File: config.mk
export PLATFORM = sky130hd
export DESIGN_NAME = cra_accel
export DESIGN_NICKNAME = d
export VERILOG_FILES = /design/src/hdl/cra_pkg.sv /design/src/hdl/cra_stream_if.sv /design/src/hdl/cra_accel.sv /design/src/hdl/cra_fifo.sv
export VERILOG_INCLUDE_DIRS = /design/src /design/src/hdl
export SDC_FILE = /design/constraint.sdc
export NUM_CORES = 2
export LEC_CHECK = 0
export BUFFER_PORTS_ARGS = -buffer_cell sky130_fd_sc_hd__buf_2
export CORE_MARGIN = 8
export CORE_UTILIZATION = 55
export DETAILED_ROUTE_END_ITERATION = 8
export GPL_ROUTABILITY_DRIVEN = 0
export PLACE_DENSITY = 0.71
export SYNTH_ARGS = -nofsm -noshare
export SYNTH_HDL_FRONTEND = slang
export SYNTH_SLANG_ARGS = --single-unit
File: constraint.sdc
create_clock -name clk -period 95.2 [get_ports clk]
set_input_delay 19.04 -clock clk [delete_from_list [all_inputs] [get_ports clk]]
set_output_delay 19.04 -clock clk [all_outputs]
set_load 0.01 [all_outputs]
File: src/hdl/cra_defs.svh
// Register map, field positions, reset values and counts of the CRC accelerator.
`ifndef CRA_DEFS_SVH
`define CRA_DEFS_SVH

// ****************************************
// Register byte addresses
// ****************************************
`define CRA_ADDR_CTRL    32'h4004_0000
`define CRA_ADDR_INPUT   32'h4004_0004
`define CRA_ADDR_RESULT  32'h4004_0008
`define CRA_ADDR_DIVISOR 32'h4004_000c

// ****************************************
// Control register fields
// ****************************************
`define CRA_REV_MSB      31
`define CRA_REV_LSB      28
`define CRA_RSVD_MSB     27
`define CRA_RSVD_LSB     5
`define CRA_BIT_SWAP     4
`define CRA_BIT_BYTE     3
`define CRA_BIT_BITS     2
`define CRA_BIT_ORDER    1
`define CRA_BIT_EN       0

// ****************************************
// Reset values and counts
// ****************************************
`define CRA_DIVISOR_RST  32'h04c1_1db7
`define CRA_ZERO_RST     32'h0000_0000
`define CRA_FIRST_BIT    5'h1f
`define CRA_LAST_BIT     5'h00
`define CRA_FIFO_DEPTH   32
`define CRA_WORD_W       32

`endif

File: src/hdl/cra_pkg.sv
// Types shared by the CRC accelerator modules.
package cra_pkg;

  // ****************************************
  // Engine states
  // ****************************************
  typedef enum logic [1:0] {
    CRA_IDLE = 2'b01,
    CRA_RUN  = 2'b10
  } cra_state_t;

  // ****************************************
  // Whole state of the accelerator except the input FIFO
  // ****************************************
  typedef struct packed {
    logic        halfword_swap;
    logic        byte_mirror;
    logic        bit_mirror;
    logic        reflected_order;
    logic        enable;
    logic [31:0] result;
    logic [31:0] divisor;
    logic [31:0] mirrored_input;
    logic [4:0]  bit_cnt;
    cra_state_t  state;
    logic        pready;
    logic        pslverr;
    logic [31:0] prdata;
  } cra_regs_t;

endpackage

File: src/hdl/cra_stream_if.sv
// Valid/ready word stream between the accelerator and its input FIFO.
`timescale 1ns/1ns
`default_nettype none

interface cra_stream_if #(
  parameter int W = 32
);
  logic [W-1:0] data;
  logic         valid;
  logic         ready;

  modport src (output data, output valid, input ready);
  modport snk (input data, input valid, output ready);
endinterface

`default_nettype wire

File: src/hdl/cra_accel.sv
// APB register block and serial engine of the CRC accelerator.
`timescale 1ns/1ns
`default_nettype none
`include "cra_defs.svh"

module cra_accel #(
  parameter logic [3:0] REVISION = 4'h3, // Arbitrary value.
  parameter int         DEPTH    = `CRA_FIFO_DEPTH
) (
  // Clock, reset and freeze
  input  wire logic        clk,
  input  wire logic        reset,
  input  wire logic        ce,
  // Power management
  input  wire logic        hib_exit,
  // APB slave
  input  wire logic        psel,
  input  wire logic        penable,
  input  wire logic        pwrite,
  input  wire logic [31:0] paddr,
  input  wire logic [31:0] pwdata,
  output logic             pready,
  output logic             pslverr,
  output logic [31:0]      prdata
);

  // ****************************************
  // Input word buffer
  // ****************************************
  cra_stream_if #(.W(`CRA_WORD_W)) fill_if ();
  cra_stream_if #(.W(`CRA_WORD_W)) drain_if ();

  cra_fifo #(
    .W     (`CRA_WORD_W),
    .DEPTH (DEPTH)
  ) u_fifo (
    .clk   (clk),
    .reset (reset),
    .ce    (ce),
    .fill  (fill_if),
    .drain (drain_if)
  );

  // ****************************************
  // Mirroring of a written word
  // ****************************************
  function automatic logic [31:0] cra_mirror(
    input logic [31:0] din,
    input logic        swap,
    input logic        bytes,
    input logic        bits
  );
    logic [31:0] w;
    logic [31:0] r;
    w = din;
    r = din;
    if (swap)
    begin
      w = {w[15:0], w[31:16]};
    end
    if (bytes)
    begin
      w = {w[23:16], w[31:24], w[7:0], w[15:8]};
    end
    // Bits are read from a copy, since an in-place reversal would swap each pair twice.
    if (bits)
    begin
      r = w;
      for (int i = 0; i < 32; i++)
      begin
        w[i] = din_bit(r, i);
      end
    end
    return w;
  endfunction

  // Picks the bit at the mirrored position within the same byte.
  function automatic logic din_bit(input logic [31:0] w, input int i);
    int base;
    base = i - (i % 8);
    return w[base + 7 - (i % 8)];
  endfunction

  // ****************************************
  // State
  // ****************************************
  cra_pkg::cra_regs_t s_ff;
  cra_pkg::cra_regs_t nxt_s;

  logic        access;
  logic        commit;
  logic        hit_ctrl;
  logic        hit_input;
  logic        hit_result;
  logic        hit_divisor;
  logic        mapped;
  logic        idle;
  logic        may_answer;
  logic        fb;
  logic        in_bit;
  logic [31:0] ctrl_rd;
  logic [31:0] word_in;

  assign hit_ctrl    = (paddr == `CRA_ADDR_CTRL);
  assign hit_input   = (paddr == `CRA_ADDR_INPUT);
  assign hit_result  = (paddr == `CRA_ADDR_RESULT);
  assign hit_divisor = (paddr == `CRA_ADDR_DIVISOR);
  assign mapped      = hit_ctrl | hit_input | hit_result | hit_divisor;
  assign access      = psel && penable && !s_ff.pready;
  assign commit      = psel && penable && s_ff.pready;
  assign idle        = (s_ff.state == cra_pkg::CRA_IDLE) && !drain_if.valid;

  // A word write while enabled waits only for buffer room; anything else waits for the
  // engine to drain, so no access can observe a half-folded result.
  always_comb
  begin
    if (pwrite && hit_input && s_ff.enable)
    begin
      may_answer = fill_if.ready;
    end
    else
    begin
      may_answer = idle;
    end
  end

  // Input word writes while disabled are dropped without an error.
  assign fill_if.valid = commit && pwrite && hit_input && s_ff.enable;
  assign fill_if.data  = pwdata;

  always_comb
  begin
    ctrl_rd = `CRA_ZERO_RST;
    ctrl_rd[`CRA_REV_MSB:`CRA_REV_LSB] = REVISION;
    ctrl_rd[`CRA_BIT_SWAP]  = s_ff.halfword_swap;
    ctrl_rd[`CRA_BIT_BYTE]  = s_ff.byte_mirror;
    ctrl_rd[`CRA_BIT_BITS]  = s_ff.bit_mirror;
    ctrl_rd[`CRA_BIT_ORDER] = s_ff.reflected_order;
    ctrl_rd[`CRA_BIT_EN]    = s_ff.enable;
  end

  assign word_in = cra_mirror(drain_if.data, s_ff.halfword_swap, s_ff.byte_mirror,
                              s_ff.bit_mirror);
  assign drain_if.ready = (s_ff.state == cra_pkg::CRA_IDLE);
  assign in_bit = s_ff.mirrored_input[31];
  assign fb     = s_ff.reflected_order ? (s_ff.result[0] ^ in_bit)
                                       : (s_ff.result[31] ^ in_bit);

  // ****************************************
  // Next state
  // ****************************************
  always_comb
  begin
    nxt_s = s_ff;

    // Bus answer: ready for exactly one cycle, data and error with it.
    if (access && may_answer)
    begin
      nxt_s.pready  = 1'b1;
      nxt_s.pslverr = !mapped;
      nxt_s.prdata  = `CRA_ZERO_RST;
      if (!pwrite && hit_ctrl)
      begin
        nxt_s.prdata = ctrl_rd;
      end
      if (!pwrite && hit_result)
      begin
        nxt_s.prdata = s_ff.result;
      end
      if (!pwrite && hit_divisor)
      begin
        nxt_s.prdata = s_ff.divisor;
      end
    end
    else
    begin
      nxt_s.pready  = 1'b0;
      nxt_s.pslverr = 1'b0;
    end

    // Register writes take effect at the completing edge.
    if (commit && pwrite && hit_ctrl)
    begin
      nxt_s.halfword_swap   = pwdata[`CRA_BIT_SWAP];
      nxt_s.byte_mirror     = pwdata[`CRA_BIT_BYTE];
      nxt_s.bit_mirror      = pwdata[`CRA_BIT_BITS];
      nxt_s.reflected_order = pwdata[`CRA_BIT_ORDER];
      nxt_s.enable          = pwdata[`CRA_BIT_EN];
    end
    if (commit && pwrite && hit_divisor)
    begin
      nxt_s.divisor = pwdata;
    end

    // Serial engine.
    unique case (s_ff.state)
      cra_pkg::CRA_IDLE:
      begin
        if (drain_if.valid)
        begin
          nxt_s.mirrored_input = word_in;
          nxt_s.bit_cnt        = `CRA_FIRST_BIT;
          nxt_s.state          = cra_pkg::CRA_RUN;
        end
      end
      cra_pkg::CRA_RUN:
      begin
        nxt_s.mirrored_input = {s_ff.mirrored_input[30:0], 1'b0};
        if (s_ff.reflected_order)
        begin
          nxt_s.result = {1'b0, s_ff.result[31:1]} ^ (fb ? s_ff.divisor : '0);
        end
        else
        begin
          nxt_s.result = {s_ff.result[30:0], 1'b0} ^ (fb ? s_ff.divisor : '0);
        end
        nxt_s.bit_cnt = s_ff.bit_cnt - 5'h01;
        if (s_ff.bit_cnt == `CRA_LAST_BIT)
        begin
          nxt_s.state = cra_pkg::CRA_IDLE;
        end
      end
      default:
      begin
        nxt_s.state = cra_pkg::CRA_IDLE;
      end
    endcase

    // A seed write is only answered while the engine is idle.
    if (commit && pwrite && hit_result)
    begin
      nxt_s.result = pwdata;
    end

    // Hibernate exit drops only the enable; the rest is retained.
    if (hib_exit)
    begin
      nxt_s.enable = 1'b0;
    end
  end

  // ****************************************
  // Registers
  // ****************************************
  always_ff @(posedge clk or posedge reset)
  begin
    if (reset)
    begin
      s_ff                 <= '0;
      s_ff.divisor         <= `CRA_DIVISOR_RST;
      s_ff.result          <= `CRA_ZERO_RST;
      s_ff.reflected_order <= 1'b0;
      s_ff.enable          <= 1'b0;
      s_ff.state           <= cra_pkg::CRA_IDLE;
    end
    else if (ce)
    begin
      s_ff <= nxt_s;
    end
  end

  assign pready  = s_ff.pready;
  assign pslverr = s_ff.pslverr;
  assign prdata  = s_ff.prdata;

endmodule // cra_accel

`default_nettype wire

File: src/hdl/cra_fifo.sv
// Word FIFO that buffers input words ahead of the serial CRC engine.
`timescale 1ns/1ns
`default_nettype none

module cra_fifo #(
  parameter int W     = 32,
  parameter int DEPTH = 32
) (
  // Clock and reset
  input  wire logic   clk,
  input  wire logic   reset,
  input  wire logic   ce,
  // Streams
  cra_stream_if.snk   fill,
  cra_stream_if.src   drain
);

  localparam int AW = $clog2(DEPTH);

  typedef struct packed {
    logic [DEPTH-1:0][W-1:0] mem;
    logic [AW:0]             wr_ptr;
    logic [AW:0]             rd_ptr;
  } cra_fifo_t;

  cra_fifo_t s_ff;
  cra_fifo_t nxt_s;
  logic      full;
  logic      empty;

  // Extra pointer bit tells a full FIFO from an empty one.
  assign empty = (s_ff.wr_ptr == s_ff.rd_ptr);
  assign full  = (s_ff.wr_ptr[AW] != s_ff.rd_ptr[AW]) &&
                 (s_ff.wr_ptr[AW-1:0] == s_ff.rd_ptr[AW-1:0]);

  assign fill.ready  = !full;
  assign drain.valid = !empty;
  assign drain.data  = s_ff.mem[s_ff.rd_ptr[AW-1:0]];

  always_comb
  begin
    nxt_s = s_ff;
    if (fill.valid && !full)
    begin
      nxt_s.mem[s_ff.wr_ptr[AW-1:0]] = fill.data;
      nxt_s.wr_ptr = s_ff.wr_ptr + 1'b1;
    end
    if (drain.ready && !empty)
    begin
      nxt_s.rd_ptr = s_ff.rd_ptr + 1'b1;
    end
  end

  always_ff @(posedge clk or posedge reset)
  begin
    if (reset)
    begin
      s_ff <= '0;
    end
    else if (ce)
    begin
      s_ff <= nxt_s;
    end
  end

endmodule // cra_fifo

`default_nettype wire

; Word-level counts from Yosys, hierarchy flattened
; Index checks and enable logic that the tools add are counted.
[word_totals]
register_bits = 1178
in_bits = 71
output_inout_bits = 34
wordCells = 133
[classes]
addsub = 3
order_cmp = 3
n_eq_ne = 11
n_mux = 24
n_bitwise = 7
reduce_logical = 38
[ops]
columns = op, n
row1 = bitwise mux 1024 bit, 1
row2 = two-way mux 32 bit, 11
row3 = binary-select mux 32 bit (select 5 bit), 1
row4 = demux 32 bit (select 5 bit), 1
row5 = equality test 32 x 31 -> 1 bit (second input constant), 4
row6 = case mux 37 bit (2 select lines), 1
row7 = two-way mux 39 bit, 1
row8 = bitwise XOR 31 x 32 -> 32 bit, 1
row9 = bitwise XOR 32 bit, 1
row10 = two-way mux 30 bit, 1
row11 = logical AND 1 bit, 20
row12 = AND reduction 2 bit, 7
row13 = adder 6 x 1 -> 6 bit (second input constant), 2
row14 = < comparator 5 x 6 -> 1 bit (second input constant), 2
row15 = equality test 6 bit, 1
row16 = AND reduction 3 bit, 2
row17 = nonzero test 2 bit, 3
row18 = equality test 5 bit, 1
row19 = greater-or-equal comparator 5 x 1 -> 1 bit (second input constant), 1
row20 = zero test 1 bit, 5
row21 = zero test 5 bit, 1
row22 = subtractor 5 x 1 -> 5 bit (second input constant), 1
row23 = two-way mux 1 bit, 4
row24 = two-way mux 2 bit, 2
row25 = other kinds (7), 11

; Depth between registers and ports, before layout
[logic_depth]
depth_word = 7
depth_mapped = 11
depth_no_buf = 8

; Modules after synthesis
; From an unflattened synthesis, not the netlist that was laid out.
[hier_totals]
hier_cells = 3707
area_unflattened_um2 = 55848.6
[by_module_without_submodules]
columns = module, instances, cells_per_inst, area_each_um2, seq_area_each_um2
row1 = cra_fifo, 1, 2866, 46988.8, 25924.9
row2 = cra_accel, 1, 841, 8859.7, 3572.2

; Worst setup path after synthesis
; No wires, ideal clock.
[synth_timing]
path_type = input to register
startpoint = input port paddr[31]
endpoint = register u_fifo.s_ff[515] in the netlist's numbering
setup_ps = 128
arrival_time_ps = 20933
required_time_ps = 95072
slack_ps = 74140
stages = 10
n_path_buf = 2
path_cell_list = nor4b_1 > nand4_1 > nor2_4 > nand3_1 > nor2_2 > and2_1 > buf_2 > nand2_1 > buf_2 > mux2_1
[synth_via]
elab_chain_cells = 5
[synth_rtl]
columns = item, line
row1 = "start, declared", cra_accel.sv:20  ; input wire logic [31:0] paddr,
row2 = equality test 32 x 31 -> 1 bit (no source line), n/a
row3 = logical AND 1 bit (2 in series), cra_accel.sv:128  ; assign fill_if.valid = commit && pwrite && hit_input && s_ff.enable;
row4 = logical AND 1 bit, cra_fifo.sv:43  ; if (fill.valid && !full)
row5 = AND reduction 2 bit (no source line), n/a
row6 = "end signal, assigned", cra_fifo.sv:62  ; s_ff <= nxt_s;
row7 = "end, declared", cra_fifo.sv:26  ; cra_fifo_t s_ff;
; Every way passes these cells.
; A chain may end at the register's enable or synchronous reset.

==> summary.md <==
| Metric | Value |
|---|---|
| Critical path type | in2async |
| Period utilization | 24.46% |
| # DRC | 0 |
| PortBufs | 104 |
| RR Startpoint | u_fifo.s_ff[1]$_DFFE_PP0P_ |
| Peak supply drop | 0.02439 mV |
| Number of cells on the worst hold path | 2 |
| WL per Instance | 24.46 µm |
| First-pass GRT wire length | 220,600 µm |
| Remaining antenna violation count | 0 |
| Largest net degree at the start of global routing | 164 |
| Req. time, crit path | 95,890 ps |
| Hold WC Path Type | reg2reg |
| Vias in the first global route | 36,900 |
| Fmax | 42.94 MHz |
| Most used cell, CP | buf_4 |
| WP data arrival | 23,980 ps |
| Top post-synthesis cells by area | dfrtp_1 52%, mux2_2 19%, mux2i_1 10%, a22oi_1 3.8%, mux2_1 2.3% |
| Fillers | 8,051 |
| Via density | 6.216 |
| Die area | 0.1126 mm² |
| Clock sinks | 1,178 |
| Most used DFF post-synth | dfrtp_1 |
| Worst-path clk slew | 50 ps |
| Max incr delay on CP | 930 ps |
| Clk_skew | 24.84 ps |
| Hold EP | prdata[11]$_DFFE_PP0P_ |
| Worst Setup Slack, final | 71,910 ps |
| Post-CTS Setup Bufs | 0 |
| Area leader, netlist | dfrtp_1 |
| Sequential fraction of the synthesis area | 52.53% |
| Setup TNS | 0 ps |
| CTS max path bufs | 3 |
| Proportion of layout cells with a drive suffix above 1 | 31.34% |
| Detailed placement HPWL | 79,780 µm |
| Via count | 35,780 |
| Power after layout | 1.402 mW |
| Worst Setup End Kind | async pin |
| Core area | 0.1014 mm² |
| Slew headroom | 16.95% |
| Diodes inserted | 0 |
| Grt total ovfl | 0 |
| Routed wire length | 140,800 µm |
| Max-Cap Viols | 0 |
| Worst-Margin Slew | 1241 ps |
| Synth top area share | 51.83% |
| Setup-failing EPs final | 0 |
| Post-Syn Nets | 4,494 |
| Initial Util | 55.35% |
| Capture point of the worst reg-to-reg path | s_ff[58]$_DFFE_PP0P_ |
| Pwr per Cell Area | 22.93 mW/mm² |
| Startpoint Class | input pin |
| # rows | 117 |
| Hold path start | prdata[11]$_DFFE_PP0P_ |
| Tot GR Track Use | 24.89% |
| CTS root buffer | clkbuf_16 |
| Worst Reg2Reg Path Length in Cells | 11 |
| Initial antenna violation count | 0 |
| Synthesized area | 0.05615 mm² |
| Die height | 335.5 µm |
| Fin. Hold Viols | 0 |
| Nets | 4,365 |
| EDFF count, synth | 0 |
| Area Growth Syn to Fin | 8.867% |
| Placed Area | 0.05694 mm² |
| Layout Cell Area excl Fill | 0.06113 mm² |
| Gate Count Post-Synth | 4,416 |
| Top-Level Pins | 105 |
| Register area | 0.02950 mm² |
| Num CTS Buffers | 130 |
| Leak Pwr | 30.13 nW |
| Area of the multi-input gates | 0.02462 mm² |
| Utilization after layout | 60.25% |
| # H-tree levels | 4 |
| Post-synth ARST share | 100.0% |
| CTS tree | done |
| Total iterations of the first detailed-routing run | 6 |
| Unique masters post-synth | 50 |
| Post-CTS Hold Buffers | 0 |
| Syn Area/Cell | 12.71 µm² |
| Worst R2R Setup Slack | 89,580 ps |
| Initial DRC count | 2,845 |
| Skew-Pair Late Insertion Delay | 730 ps |
| Run status | finished, final reports clean |
| Final max-slew violation count | 0 |
| Ys Warns | 0 |
| Fin crit period | 23,290 ps |
| Synth Register Bits | 1,178 |
| CP cell instances | buf_2 > inv_8 > buf_12 > buf_4 > buf_4 > buf_4 > buf_4 |
| Post-CTS resize count | 0 |
| Critical path fanouts, max | 163 |
| CP max-delay cell | buf_4 |
| RSZ-0062 raised after global routing | false |
| DIE WIDTH | 335.5 µm |
| Placement Setup Slack | 70,880 ps |
[metal layers]
| layer | part of all wire, % | track usage (%) | routed length [µm] | up-vias |
|---|---|---|---|---|
| met2 | 48 | 40.70 | 67110 | 918 |
| met3 | 4.8 | 3.691 | 6811 | 231 |
| met1 | 45 | 34.55 | 63340 | 18880 |
| met5 | 0 | 0 | 0 | - |
| met4 | 2.5 | 7.318 | 3549 | 0 |
| li1 | - | - | - | 15760 |
[cell usage after synthesis (all sizes together) (7+ instances only)]
library cell and count:
dfrtp 1163, mux2 1060, mux2i 569, nand2 284, a22oi 281, clkbuf 234
buf 198, nor3 117, o21ai 102, o22ai 64, a21oi 63, nor2 62
xnor2 46, and3 33, nor4 30, a21o 16, dfstp 15, inv 8
mux4 8, ha 7, nand4 7
[flip-flops by register name, summed over array words and instances (netlist names)]
| register | count |
|---|---|
| u_fifo.s_ff | 1036 |
| s_ff | 102 |
| prdata | 32 |
| ctrl_rd | 5 |
| in_bit | 1 |
| pready | 1 |
| pslverr | 1 |
[stage by stage]
step / hold WS, ps / cells
floorplan: 447.9 / 4416
global placement: 456.7 / 5523
detailed placement: 464.4 / 5523
CTS: 476.8 / 5756
global route: 497.4 / 5756
finish: 471.4 / 5756
[critical path: cells and delay by family]
kind | cells | cell delay [ps]
buffers and inverters | 7 | 4700
[placed cells by master, fill, tap and decap left out, types with 59 or more instances in the layout]
| cell type | instances |
|---|---|
| mux2_2 | 943 |
| a22oi_1 | 281 |
| nand2_1 | 252 |
| clkbuf_16 | 134 |
| buf_4 | 63 |
| mux2i_1 | 569 |
| o22ai_1 | 64 |
| buf_2 | 104 |
| dfrtp_1 | 1161 |
| nor3_1 | 116 |
| nor2_1 | 59 |
| o21ai_0 | 69 |
| a21oi_1 | 62 |
| mux2_1 | 117 |
[cell families after synthesis]
kind of cell             after synthesis  synth area share (%)
multiplexers                        1637                 31.72
XOR/XNOR                              51                0.7955
AND/OR/NAND/NOR                      565                 4.546
flip-flops                          1178                 52.53
AO/OA/AOI/OAI                        538                 6.344
adder cells (fa/ha/maj)                7                0.1560
buffers and inverters                440                 3.902
[worst max path at each step]
stage,startpoint,endpoint,slack [ps],cells after the start
6_report,reset,u_fifo.s_ff[589]$_DFFE_PP0P_,71910,7
5_1_grt,reset,u_fifo.s_ff[749]$_DFFE_PP0P_,71050,7
4_1_cts,reset,u_fifo.s_ff[589]$_DFFE_PP0P_,71650,7
3_5_place_dp,reset,u_fifo.s_ff[564]$_DFFE_PP0P_,70880,7
3_3_place_gp,reset,u_fifo.s_ff[564]$_DFFE_PP0P_,70900,7
2_1_floorplan,reset,ctrl_rd[0]$_DFFE_PP0P_,43000,1
[power by group]
group	switching, mW	internal (mW)	total [mW]
sequential	0.00839	0.508	0.517
combinational	0.258	0.133	0.390
clock	0.205	0.290	0.495
total	0.471	0.931	1.40
[area by class of cell]
class	instances	share of cell area [%]
repair buffers	171	1.756
well taps	1368	2.800
clock inverters	30	0.5465
multi-input cells	2798	40.27
inverters	8	0.06141
clock buffers	203	6.302
flip-flops and latches	1178	48.26
No activity file was read; power rests on OpenSTA's default activity.
